--- src/fnd_pkg.sv ---
// constants and helpers for the fractional-n divider control block
package fnd_pkg;
   // ---------------------------------------------------------------
   // register bus geometry
   // ---------------------------------------------------------------
   localparam int ADDR_W = 5;
   localparam int DATA_W = 24;
   localparam int INT_W = 19;
   localparam int FRAC_W = 24;
   localparam int DIV_W = 20;
   // ---------------------------------------------------------------
   // register offsets
   // ---------------------------------------------------------------
   localparam logic [ADDR_W-1:0] OFF_REF_DIV = 5'h02;
   localparam logic [ADDR_W-1:0] OFF_INT = 5'h03;
   localparam logic [ADDR_W-1:0] OFF_FRAC = 5'h04;
   localparam logic [ADDR_W-1:0] OFF_VDIV = 5'h05;
   localparam logic [ADDR_W-1:0] OFF_MODE = 5'h06;
   localparam logic [ADDR_W-1:0] OFF_PRESC = 5'h08;
   localparam logic [ADDR_W-1:0] OFF_EXACT = 5'h0C;
   localparam logic [ADDR_W-1:0] OFF_STATUS = 5'h10;
   // ---------------------------------------------------------------
   // field positions
   // ---------------------------------------------------------------
   localparam int VDIV_LSB = 7;
   localparam int VDIV_MSB = 9;
   localparam int MODE_FRAC_EN = 11;
   localparam int MODE_BYPASS = 7;
   localparam int SEED_LSB = 0;
   localparam int SEED_MSB = 1;
   localparam int PRESC_BIT = 19;
   localparam int STAT_PEND = 23;
   // ---------------------------------------------------------------
   // values after reset
   // ---------------------------------------------------------------
   localparam logic [DATA_W-1:0] RST_REF_DIV = 24'h00_0001;
   localparam logic [INT_W-1:0] RST_INT = 19'h0_0014;
   localparam logic [FRAC_W-1:0] RST_FRAC = 24'h00_0000;
   localparam logic [DATA_W-1:0] RST_EXACT = 24'h00_0000;
   localparam logic [2:0] RST_VDIV = 3'h0;
   localparam logic [1:0] RST_SEED = 2'h2;
   localparam logic RST_FRAC_EN = 1'b1;
   localparam logic RST_BYPASS = 1'b0;
   localparam logic RST_PRESC = 1'b0;
   // ---------------------------------------------------------------
   // accumulator start seeds
   // ---------------------------------------------------------------
   localparam logic [FRAC_W-1:0] SEED_ZERO = 24'h00_0000;
   localparam logic [FRAC_W-1:0] SEED_HALF = 24'h80_0000;
   localparam logic [FRAC_W-1:0] SEED_RAND_A = 24'hB3_8CF9;
   localparam logic [FRAC_W-1:0] SEED_RAND_B = 24'h50_F1C3;
   // settings commit state
   typedef enum logic [1:0] {
      ST_RUN = 2'b01,
      ST_PEND = 2'b10
   } fnd_state_t;
   // seed chosen by the two select bits
   function automatic logic [FRAC_W-1:0] fnd_seed(input logic [1:0] sel);
      case (sel)
         2'h0: fnd_seed = SEED_ZERO;
         2'h1: fnd_seed = SEED_HALF;
         2'h2: fnd_seed = SEED_RAND_A;
         default: fnd_seed = SEED_RAND_B;
      endcase
   endfunction
   // low word of a product, modulo the accumulator length
   function automatic logic [FRAC_W-1:0] fnd_mul_lo(
      input logic [FRAC_W-1:0] a, input logic [FRAC_W-1:0] b);
      logic [2*FRAC_W-1:0] p;
      p = a * b;
      fnd_mul_lo = p[FRAC_W-1:0];
   endfunction
endpackage

--- src/fnd_mod_if.sv ---
// signals between the settings logic and the modulator
`timescale 1ns/1ps
`default_nettype none
interface fnd_mod_if;
   import fnd_pkg::*;
   logic tick;
   logic load;
   logic frac_on;
   logic [INT_W-1:0] int_val;
   logic [FRAC_W-1:0] frac_val;
   logic [DATA_W-1:0] step_val;
   logic [FRAC_W-1:0] seed;
   logic [DIV_W-1:0] div_val;
   logic div_ok;
   modport ctrl (output tick, load, frac_on, int_val, frac_val,
      step_val, seed, input div_val, div_ok);
   modport mdl (input tick, load, frac_on, int_val, frac_val,
      step_val, seed, output div_val, div_ok);
endinterface
`default_nettype wire

--- src/fnd_modulator.sv ---
// first-order delta-sigma modulator with exact-step correction
`timescale 1ns/1ps
`default_nettype none
module fnd_modulator
   import fnd_pkg::*;
(
   input wire logic clk,
   input wire logic rst_n,
   fnd_mod_if.mdl m
);
   logic [FRAC_W-1:0] acc_r;
   logic [DATA_W-1:0] phase_r;
   logic [DIV_W-1:0] div_r;
   logic ok_r;
   logic exact;
   logic wrap;
   logic [FRAC_W-1:0] corr;
   logic signed [FRAC_W+1:0] sum_nxt;
   logic [1:0] carry;

   // -----------------------------------------------------------------
   // accumulation step
   // -----------------------------------------------------------------
   // once per step period the residue s*f mod 2^24 is taken out
   always_comb begin
      exact = (m.step_val != '0);
      wrap = exact && (phase_r == m.step_val - 24'h00_0001);
      corr = wrap ? fnd_mul_lo(m.step_val, m.frac_val) : '0;
      sum_nxt = $signed({2'b00, acc_r}) + $signed({2'b00, m.frac_val})
         - $signed({2'b00, corr});
      carry = sum_nxt[FRAC_W+1] ? 2'b11
         : (sum_nxt[FRAC_W] ? 2'b01 : 2'b00);
   end

   // accumulator stays 24 bits long in every mode
   always_ff @(posedge clk or negedge rst_n) begin
      if (!rst_n) begin
         acc_r <= '0;
      end else if (m.load) begin
         acc_r <= m.seed;
      end else if (m.tick && m.frac_on) begin
         acc_r <= sum_nxt[FRAC_W-1:0];
      end
   end

   // position within the exact-step period
   always_ff @(posedge clk or negedge rst_n) begin
      if (!rst_n) begin
         phase_r <= '0;
      end else if (m.load) begin
         phase_r <= '0;
      end else if (m.tick && m.frac_on && exact) begin
         phase_r <= wrap ? '0 : phase_r + 24'h00_0001;
      end
   end

   // divide value for the coming comparison cycle
   always_ff @(posedge clk or negedge rst_n) begin
      if (!rst_n) begin
         div_r <= '0;
         ok_r <= 1'b0;
      end else begin
         ok_r <= m.tick;
         if (m.tick) begin
            div_r <= m.frac_on
               ? {1'b0, m.int_val} + {{(DIV_W-2){carry[1]}}, carry}
               : {1'b0, m.int_val};
         end
      end
   end

   assign m.div_val = div_r;
   assign m.div_ok = ok_r;
endmodule // fnd_modulator
`default_nettype wire

--- src/fnd_divider_ctrl.sv ---
// divider control of a fractional-n synthesizer
//
// How it works
// - divide ratio is integer value plus fraction over two to the 24th
// - integer field is 19 bits, fraction 24 bits, both unsigned
// - reference input divided by ratio register gives comparison cycles
// - output divider code is written through bits 9 to 7 of 0x05
// - exact-step register holds steps per integer boundary interval
// - exact mode keeps the full 24-bit accumulator modulus
// - configured exact mode gives zero average frequency error
// - start seed reloads into the accumulator on each new setting
// - fraction runs with enable set and bypass clear, else integer
`timescale 1ns/1ps
`default_nettype none
module fnd_divider_ctrl
   import fnd_pkg::*;
(
   input wire logic clk,
   input wire logic arst_n,
   input wire logic [ADDR_W-1:0] reg_addr,
   input wire logic [DATA_W-1:0] reg_wdata,
   input wire logic reg_wr,
   input wire logic reg_rd,
   output logic [DATA_W-1:0] reg_rdata,
   input wire logic ref_in,
   output logic cmp_pulse,
   output logic [DIV_W-1:0] div_value,
   output logic div_valid,
   output logic [2:0] out_div_sel,
   output logic prescaler_div2,
   output logic frac_enable,
   output logic modulator_bypass,
   output logic [1:0] seed_sel
);
   // -----------------------------------------------------------------
   // declarations
   // -----------------------------------------------------------------
   logic rst_s1_r;
   logic rst_n;
   logic ref_s1_r;
   logic ref_s2_r;
   logic ref_s3_r;
   logic ref_edge;
   logic [DATA_W-1:0] ref_cnt_r;
   logic [DATA_W-1:0] ratio_m1;
   logic tick_r;
   logic [DATA_W-1:0] ref_div_r;
   logic [INT_W-1:0] sh_int_r;
   logic [FRAC_W-1:0] sh_frac_r;
   logic [DATA_W-1:0] sh_step_r;
   logic [INT_W-1:0] act_int_r;
   logic [FRAC_W-1:0] act_frac_r;
   logic [DATA_W-1:0] act_step_r;
   logic [2:0] vdiv_r;
   logic presc_r;
   logic frac_en_r;
   logic bypass_r;
   logic [1:0] seed_r;
   fnd_state_t st_r;
   logic load_r;
   logic set_wr;
   logic [DATA_W-1:0] rd_nxt;
   logic [DATA_W-1:0] rdata_r;
   fnd_mod_if m ();

   // -----------------------------------------------------------------
   // reset release
   // -----------------------------------------------------------------
   // asserted at once, released two edges later
   always_ff @(posedge clk or negedge arst_n) begin
      if (!arst_n) begin
         rst_s1_r <= 1'b0;
         rst_n <= 1'b0;
      end else begin
         rst_s1_r <= 1'b1;
         rst_n <= rst_s1_r;
      end
   end

   // -----------------------------------------------------------------
   // reference divider
   // -----------------------------------------------------------------
   // reference pin through two flops, third flop for the edge
   always_ff @(posedge clk or negedge rst_n) begin
      if (!rst_n) begin
         ref_s1_r <= 1'b0;
         ref_s2_r <= 1'b0;
         ref_s3_r <= 1'b0;
      end else begin
         ref_s1_r <= ref_in;
         ref_s2_r <= ref_s1_r;
         ref_s3_r <= ref_s2_r;
      end
   end

   // a ratio of zero behaves as one
   always_comb begin
      ref_edge = ref_s2_r && !ref_s3_r;
      ratio_m1 = (ref_div_r == '0) ? '0 : ref_div_r - 24'h00_0001;
   end

   // count reference edges, pulse once per ratio
   always_ff @(posedge clk or negedge rst_n) begin
      if (!rst_n) begin
         ref_cnt_r <= '0;
         tick_r <= 1'b0;
      end else begin
         tick_r <= 1'b0;
         if (ref_edge) begin
            if (ref_cnt_r >= ratio_m1) begin
               ref_cnt_r <= '0;
               tick_r <= 1'b1;
            end else begin
               ref_cnt_r <= ref_cnt_r + 24'h00_0001;
            end
         end
      end
   end

   // -----------------------------------------------------------------
   // register writes
   // -----------------------------------------------------------------
   // integer, fraction and step settings land in a shadow copy first; reference ratio acts at once
   always_ff @(posedge clk or negedge rst_n) begin
      if (!rst_n) begin
         ref_div_r <= RST_REF_DIV;
         sh_int_r <= RST_INT;
         sh_frac_r <= RST_FRAC;
         sh_step_r <= RST_EXACT;
      end else if (reg_wr) begin
         case (reg_addr)
            OFF_REF_DIV: ref_div_r <= reg_wdata;
            OFF_INT: sh_int_r <= reg_wdata[INT_W-1:0];
            OFF_FRAC: sh_frac_r <= reg_wdata[FRAC_W-1:0];
            OFF_EXACT: sh_step_r <= reg_wdata;
            default: ;
         endcase
      end
   end

   // mode, output divider and prescaler bits act at once
   always_ff @(posedge clk or negedge rst_n) begin
      if (!rst_n) begin
         vdiv_r <= RST_VDIV;
         presc_r <= RST_PRESC;
         frac_en_r <= RST_FRAC_EN;
         bypass_r <= RST_BYPASS;
         seed_r <= RST_SEED;
      end else if (reg_wr) begin
         case (reg_addr)
            OFF_VDIV: vdiv_r <= reg_wdata[VDIV_MSB:VDIV_LSB];
            OFF_PRESC: presc_r <= reg_wdata[PRESC_BIT];
            OFF_MODE: begin
               frac_en_r <= reg_wdata[MODE_FRAC_EN];
               bypass_r <= reg_wdata[MODE_BYPASS];
               seed_r <= reg_wdata[SEED_MSB:SEED_LSB];
            end
            default: ;
         endcase
      end
   end

   // -----------------------------------------------------------------
   // settings commit
   // -----------------------------------------------------------------
   assign set_wr = reg_wr && (reg_addr == OFF_INT
      || reg_addr == OFF_FRAC || reg_addr == OFF_EXACT);

   // a write in the tick cycle keeps the commit pending
   always_ff @(posedge clk or negedge rst_n) begin
      if (!rst_n) begin
         st_r <= ST_RUN;
      end else begin
         case (st_r)
            ST_RUN: if (set_wr) st_r <= ST_PEND;
            ST_PEND: if (tick_r && !set_wr) st_r <= ST_RUN;
            default: st_r <= ST_RUN;
         endcase
      end
   end

   // all three settings move to the active copy together
   always_ff @(posedge clk or negedge rst_n) begin
      if (!rst_n) begin
         act_int_r <= RST_INT;
         act_frac_r <= RST_FRAC;
         act_step_r <= RST_EXACT;
         load_r <= 1'b0;
      end else begin
         load_r <= 1'b0;
         if (st_r == ST_PEND && tick_r) begin
            act_int_r <= sh_int_r;
            act_frac_r <= sh_frac_r;
            act_step_r <= sh_step_r;
            load_r <= 1'b1;
         end
      end
   end

   // -----------------------------------------------------------------
   // modulator
   // -----------------------------------------------------------------
   always_comb begin
      m.tick = tick_r;
      m.load = load_r;
      m.frac_on = frac_en_r && !bypass_r;
      m.int_val = act_int_r;
      m.frac_val = act_frac_r;
      m.step_val = act_step_r;
      m.seed = fnd_seed(seed_r);
   end

   fnd_modulator u_fnd_modulator (
      .clk(clk),
      .rst_n(rst_n),
      .m(m.mdl)
   );

   // -----------------------------------------------------------------
   // register reads
   // -----------------------------------------------------------------
   // unmapped offsets and reserved bits read zero
   always_comb begin
      rd_nxt = '0;
      case (reg_addr)
         OFF_REF_DIV: rd_nxt = ref_div_r;
         OFF_INT: rd_nxt[INT_W-1:0] = sh_int_r;
         OFF_FRAC: rd_nxt = sh_frac_r;
         OFF_VDIV: rd_nxt[VDIV_MSB:VDIV_LSB] = vdiv_r;
         OFF_MODE: begin
            rd_nxt[MODE_FRAC_EN] = frac_en_r;
            rd_nxt[MODE_BYPASS] = bypass_r;
            rd_nxt[SEED_MSB:SEED_LSB] = seed_r;
         end
         OFF_PRESC: rd_nxt[PRESC_BIT] = presc_r;
         OFF_EXACT: rd_nxt = sh_step_r;
         OFF_STATUS: begin
            rd_nxt[DIV_W-1:0] = m.div_val;
            rd_nxt[STAT_PEND] = (st_r == ST_PEND);
         end
         default: rd_nxt = '0;
      endcase
   end

   // read data only in the cycle after the strobe
   always_ff @(posedge clk or negedge rst_n) begin
      if (!rst_n) begin
         rdata_r <= '0;
      end else begin
         rdata_r <= reg_rd ? rd_nxt : '0;
      end
   end

   // -----------------------------------------------------------------
   // outputs
   // -----------------------------------------------------------------
   assign reg_rdata = rdata_r;
   assign cmp_pulse = tick_r;
   assign div_value = m.div_val;
   assign div_valid = m.div_ok;
   assign out_div_sel = vdiv_r;
   assign prescaler_div2 = presc_r;
   assign frac_enable = frac_en_r;
   assign modulator_bypass = bypass_r;
   assign seed_sel = seed_r;
endmodule // fnd_divider_ctrl
`default_nettype wire

--- config.mk ---
export PLATFORM = sky130hd
export DESIGN_NAME = fnd_divider_ctrl
export DESIGN_NICKNAME = d
export VERILOG_FILES = /design/src/fnd_pkg.sv /design/src/fnd_mod_if.sv /design/src/fnd_modulator.sv /design/src/fnd_divider_ctrl.sv
export SDC_FILE = /design/constraint.sdc
export NUM_CORES = 1
export LEC_CHECK = 0
export BUFFER_PORTS_ARGS = -buffer_cell sky130_fd_sc_hd__clkbuf_2
export CORE_MARGIN = 4
export CORE_UTILIZATION = 65
export DETAILED_ROUTE_END_ITERATION = 8
export MAX_ROUTING_LAYER = met4
export PLACE_DENSITY = 0.83
export SLEW_MARGIN = 10
export SYNTH_ARGS = -nofsm -noshare
export SYNTH_HDL_FRONTEND = slang
export SYNTH_SLANG_ARGS = --single-unit
--- constraint.sdc ---
create_clock -name clk -period 9.51 [get_ports clk]
set_input_delay 1.902 -clock clk [delete_from_list [all_inputs] [get_ports clk]]
set_output_delay 1.902 -clock clk [all_outputs]
set_load 0.01 [all_outputs]
==> metrics.md <==
| Metric | Value |
|---|---|
| Result of the run | `completed` |
| CTS buffer count | `30` |
| Growth of design area from synthesis to finish | `14.9%` |
| Bufs on Longest Clock Path | `3` |
| CP max stage cell | `sky130_fd_sc_hd__fa_1` |
| Post-synthesis instance total | `2,802` |
| Detailed-route wire length per cell | `22.4 microns` |
| Vias in the first global route | `22.7k` |
| Setup TNS | `0 ns` |
| Netlist cell types | `80` |
| Biggest cell delay along the critical path | `0.56 ns` |
| Min Clock Period, post-route | `9.45 ns` |
| Initial DRC Count | `1,841` |
| Synth warnings | `0` |
| Type of the worst min-delay path | `flip-flop to flip-flop` |
| Post-route insts no fill | `3,548` |
| Syn Nets | `3,232` |
| Final Slew Violations | `0` |
| Most used cell, CP | `sky130_fd_sc_hd__fa_1` |
| Async S/R FF share, synth | `100%` |
| Maximum vdd drop | `0.233 mV` |
| Total half-perimeter wirelength after legalization and detailed placement | `59,700 microns` |
| Synth top area share | `26.9%` |
| Final clock period utilization by the worst path | `99.4%` |
| Max Clock Skew | `0.0161 ns` |
| Kind of critical path | `flip-flop to flip-flop` |
| Fraction of final layout cells sized beyond drive strength 1 | `21.8%` |
| Die span in y | `210 microns` |
| Multi-input logic area | `18,100 sq um` |
| Main area contributors after synthesis | `sky130_fd_sc_hd__dfrtp_1 27%, sky130_fd_sc_hd__fa_1 16%, sky130_fd_sc_hd__ha_1 8.5%, sky130_fd_sc_hd__mux2_2 7.2%, sky130_fd_sc_hd__inv_1 4.5%` |
| Most instantiated flip-flop cell in the synthesis netlist | `sky130_fd_sc_hd__dfrtp_1` |
| Leak pwr | `14.9 nW` |
| Average cell area after synthesis | `9.44 sq um` |
| Core region area | `40,000 sq um` |
| Number of top-level design ports | `88` |
| Number of inserted filler cells in the final layout | `2,753` |
| Die area | `44,000 sq um` |
| Sum of overflow across all layers after global routing | `0` |
| TritonCTS clock tree | `done` |
| Largest net degree at the start of global routing | `184` |
| Synthesized flop and latch total | `292` |
| Relative slew slack | `18.9%` |
| Maximum fanout along the worst path | `13` |
| Fraction of the yosys area taken by sequential cells | `27.7%` |
| Number of levels the H-tree was split into | `1` |
| Cell total after placement | `3,459` |
| Maximum operating frequency | `106 MHz` |
| Tot GR Track Use | `36.7%` |
| Clock sink count | `292` |
| Rows | `73` |
| Initial antenna violation count | `3` |
| Via Count | `21.9k` |
| Count of buffers inserted at the top-level ports | `87` |
| Drt first pass iters | `6` |
| Routed WL | `79,600 microns` |
| Cell type with the largest total area after synthesis | `sky130_fd_sc_hd__dfrtp_1` |
| Floorplan die width | `210 microns` |
| Slew at the pin closest to its max-slew limit | `1.21 ns` |
| Initial core utilization | `66.1%` |
| Kind of end point of the critical path | `flip-flop` |
| Net count, final | `3,427` |
| Final hold viol count | `0` |
| Total DRC errors in the routed layout | `0` |
| Unrepaired setup endpoints after global routing | `yes` |
| Clock slew at the register clock pins of the worst setup and hold paths | `0.06 ns` |
| Reported max-cap violation count | `0` |
| Routed Antenna Nets | `0` |
| Startpoint type of the worst setup path | `flip-flop` |
| Count of final setup violators | `0` |
| First-pass GRT wire length | `124,000 microns` |
| Crit path required time | `10.00 ns` |
| CP arrival | `9.94 ns` |
| Number of flops mapped to enable cells by yosys | `0` |
| Total area of sequential cells | `7330 sq um` |
| Worst-Skew Late Latency | `0.58 ns` |
| Netlist Area Pre-Place | `26,500 sq um` |
| Share of the core filled with cells | `76.0%` |
| Total Power | `5.25 mW` |
| Cell area power density | `173 nW/um^2` |
| Via density per instance | `6.18` |
| Clock root buffer master | `sky130_fd_sc_hd__clkbuf_16` |
| Placer congestion estimate | `1.03` |
==> cells in the mapped netlist (6+ instances only) <==
cell	number
sky130_fd_sc_hd__a211oi_1	26
sky130_fd_sc_hd__a21boi_0	7
sky130_fd_sc_hd__a21o_1	37
sky130_fd_sc_hd__a21oi_1	133
sky130_fd_sc_hd__a221oi_1	19
sky130_fd_sc_hd__a31oi_1	21
sky130_fd_sc_hd__and2_1	176
sky130_fd_sc_hd__and3_1	33
sky130_fd_sc_hd__buf_1	6
sky130_fd_sc_hd__buf_2	7
sky130_fd_sc_hd__clkbuf_1	114
sky130_fd_sc_hd__dfrtp_1	284
sky130_fd_sc_hd__dfstp_2	8
sky130_fd_sc_hd__fa_1	216
sky130_fd_sc_hd__ha_1	180
sky130_fd_sc_hd__inv_1	316
sky130_fd_sc_hd__mux2_2	168
sky130_fd_sc_hd__mux2i_1	29
sky130_fd_sc_hd__nand2_1	296
sky130_fd_sc_hd__nand2b_1	24
sky130_fd_sc_hd__nand3_1	37
sky130_fd_sc_hd__nand3b_1	8
sky130_fd_sc_hd__nand4_1	12
sky130_fd_sc_hd__nor2_1	136
sky130_fd_sc_hd__nor2b_1	28
sky130_fd_sc_hd__nor3_1	42
sky130_fd_sc_hd__nor3b_1	9
sky130_fd_sc_hd__nor4_1	16
sky130_fd_sc_hd__o21a_1	16
sky130_fd_sc_hd__o21ai_0	80
sky130_fd_sc_hd__o21bai_1	13
sky130_fd_sc_hd__o31a_1	6
sky130_fd_sc_hd__o31ai_1	7
sky130_fd_sc_hd__or3_1	21
sky130_fd_sc_hd__or3b_1	6
sky130_fd_sc_hd__xnor2_1	108
sky130_fd_sc_hd__xor2_1	73
==> critical path: cells and delay by family, from the launching register on <==
kind | cells | cell delay, ns
and+or+nand+nor | 8 | 0.80
adders and majority gates | 11 | 4.18
xor gates and xnor gates | 2 | 0.29
buffers and inverters | 6 | 0.52
AOI/OAI and AO/OA | 16 | 3.16
DFF | 1 | 0.43
==> state kept, by name (all words and copies together) (netlist names), 20 cells and up <==
register,count
ref_cnt_r,24
act_frac_r,24
act_step_r,24
u_fnd_modulator.acc_r,24
sh_step_r,24
u_fnd_modulator.phase_r,24
sh_frac_r,24
reg_rdata,24
u_fnd_modulator.m.div_val,20
ref_div_r,24
==> cell type report <==
type,count,area share [%]
diodes,3,0.0247
clock buffers,44,2.81
clock inverters,11,0.465
inverters,316,3.90
multi-input cells,2066,59.5
flip-flops and latches,292,24.1
well taps,525,2.16
repair buffers,291,6.99
==> power by group <==
group | internal (mW) | leakage [nW] | switching [mW]
clock | 0.703 | 0.478 | 0.516
sequential | 1.44 | 3.83 | 0.245
combinational | 1.12 | 10.6 | 1.22
==> stage by stage <==
stage / cell area (sq um) / hold WS [ns] / setup WS, ns
3_3_place_gp: 28500 / 0.334 / -0.0657
6_report: 30400 / 0.365 / 0.0583
2_1_floorplan: 26500 / 0.331 / 0.00131
4_1_cts: 29600 / 0.360 / 0.00300
5_1_grt: 30400 / 0.365 / -0.321
3_5_place_dp: 28500 / 0.347 / -0.284
==> routing by layer <==
layer	global-route usage, %	vias up	wire length, microns
li1	-	9715	-
met1	46.7	10900	31200
met2	58.3	1059	37300
met3	4.65	284	5890
met4	18.7	0	5260
met5	-	-	0
==> placed cells by master, fill, tap and decap left out, drive strengths merged, types with 43 or more instances in the layout <==
master	n
a21oi	133
ha	180
mux2	168
fa	216
clkbuf	131
inv	316
xor2	73
and2	177
nand2	296
nor2	136
nor3	43
o21ai	82
buf	204
xnor2	108
dfrtp	284
==> final timing paths <==
path,start,end,slack (ns),cells after the start
hold reg to reg,rst_s1_r$_DFF_PN0_,rst_n$_DFF_PN0_,0.36,0
min in group asynchronous,rst_n$_DFF_PN0_,act_frac_r[17]$_DFFE_PN0P_,0.37,0
setup / recovery,act_step_r[8]$_DFFE_PN0P_,u_fnd_modulator.m.div_val[18]$_DFFE_PN0P_,0.06,43
max in group asynchronous,rst_n$_DFF_PN0_,u_fnd_modulator.phase_r[2]$_DFFE_PN0P_,7.71,1
hold / removal,rst_s1_r$_DFF_PN0_,rst_n$_DFF_PN0_,0.36,0
setup reg to reg,act_step_r[8]$_DFFE_PN0P_,u_fnd_modulator.m.div_val[18]$_DFFE_PN0P_,0.06,43
==> what timing repair did <==
action                                  CTS  global route
hold buffers                              0             0
pin swaps                                23            91
buffers inserted                          5            29
endpoints found under the setup margin   10            15
resized for setup                        40           127
==> logic make-up after synthesis <==
group / synth area share (%)
AO/OA/AOI/OAI: 10.4
XOR/XNOR: 5.99
adder cells (fa/ha/maj): 24.9
buffers and inverters: 6.35
flip-flops: 27.7
multiplexers: 8.25
other: 0.0142
AND/OR/NAND/NOR: 16.4
(Power assumes the default switching activity.)
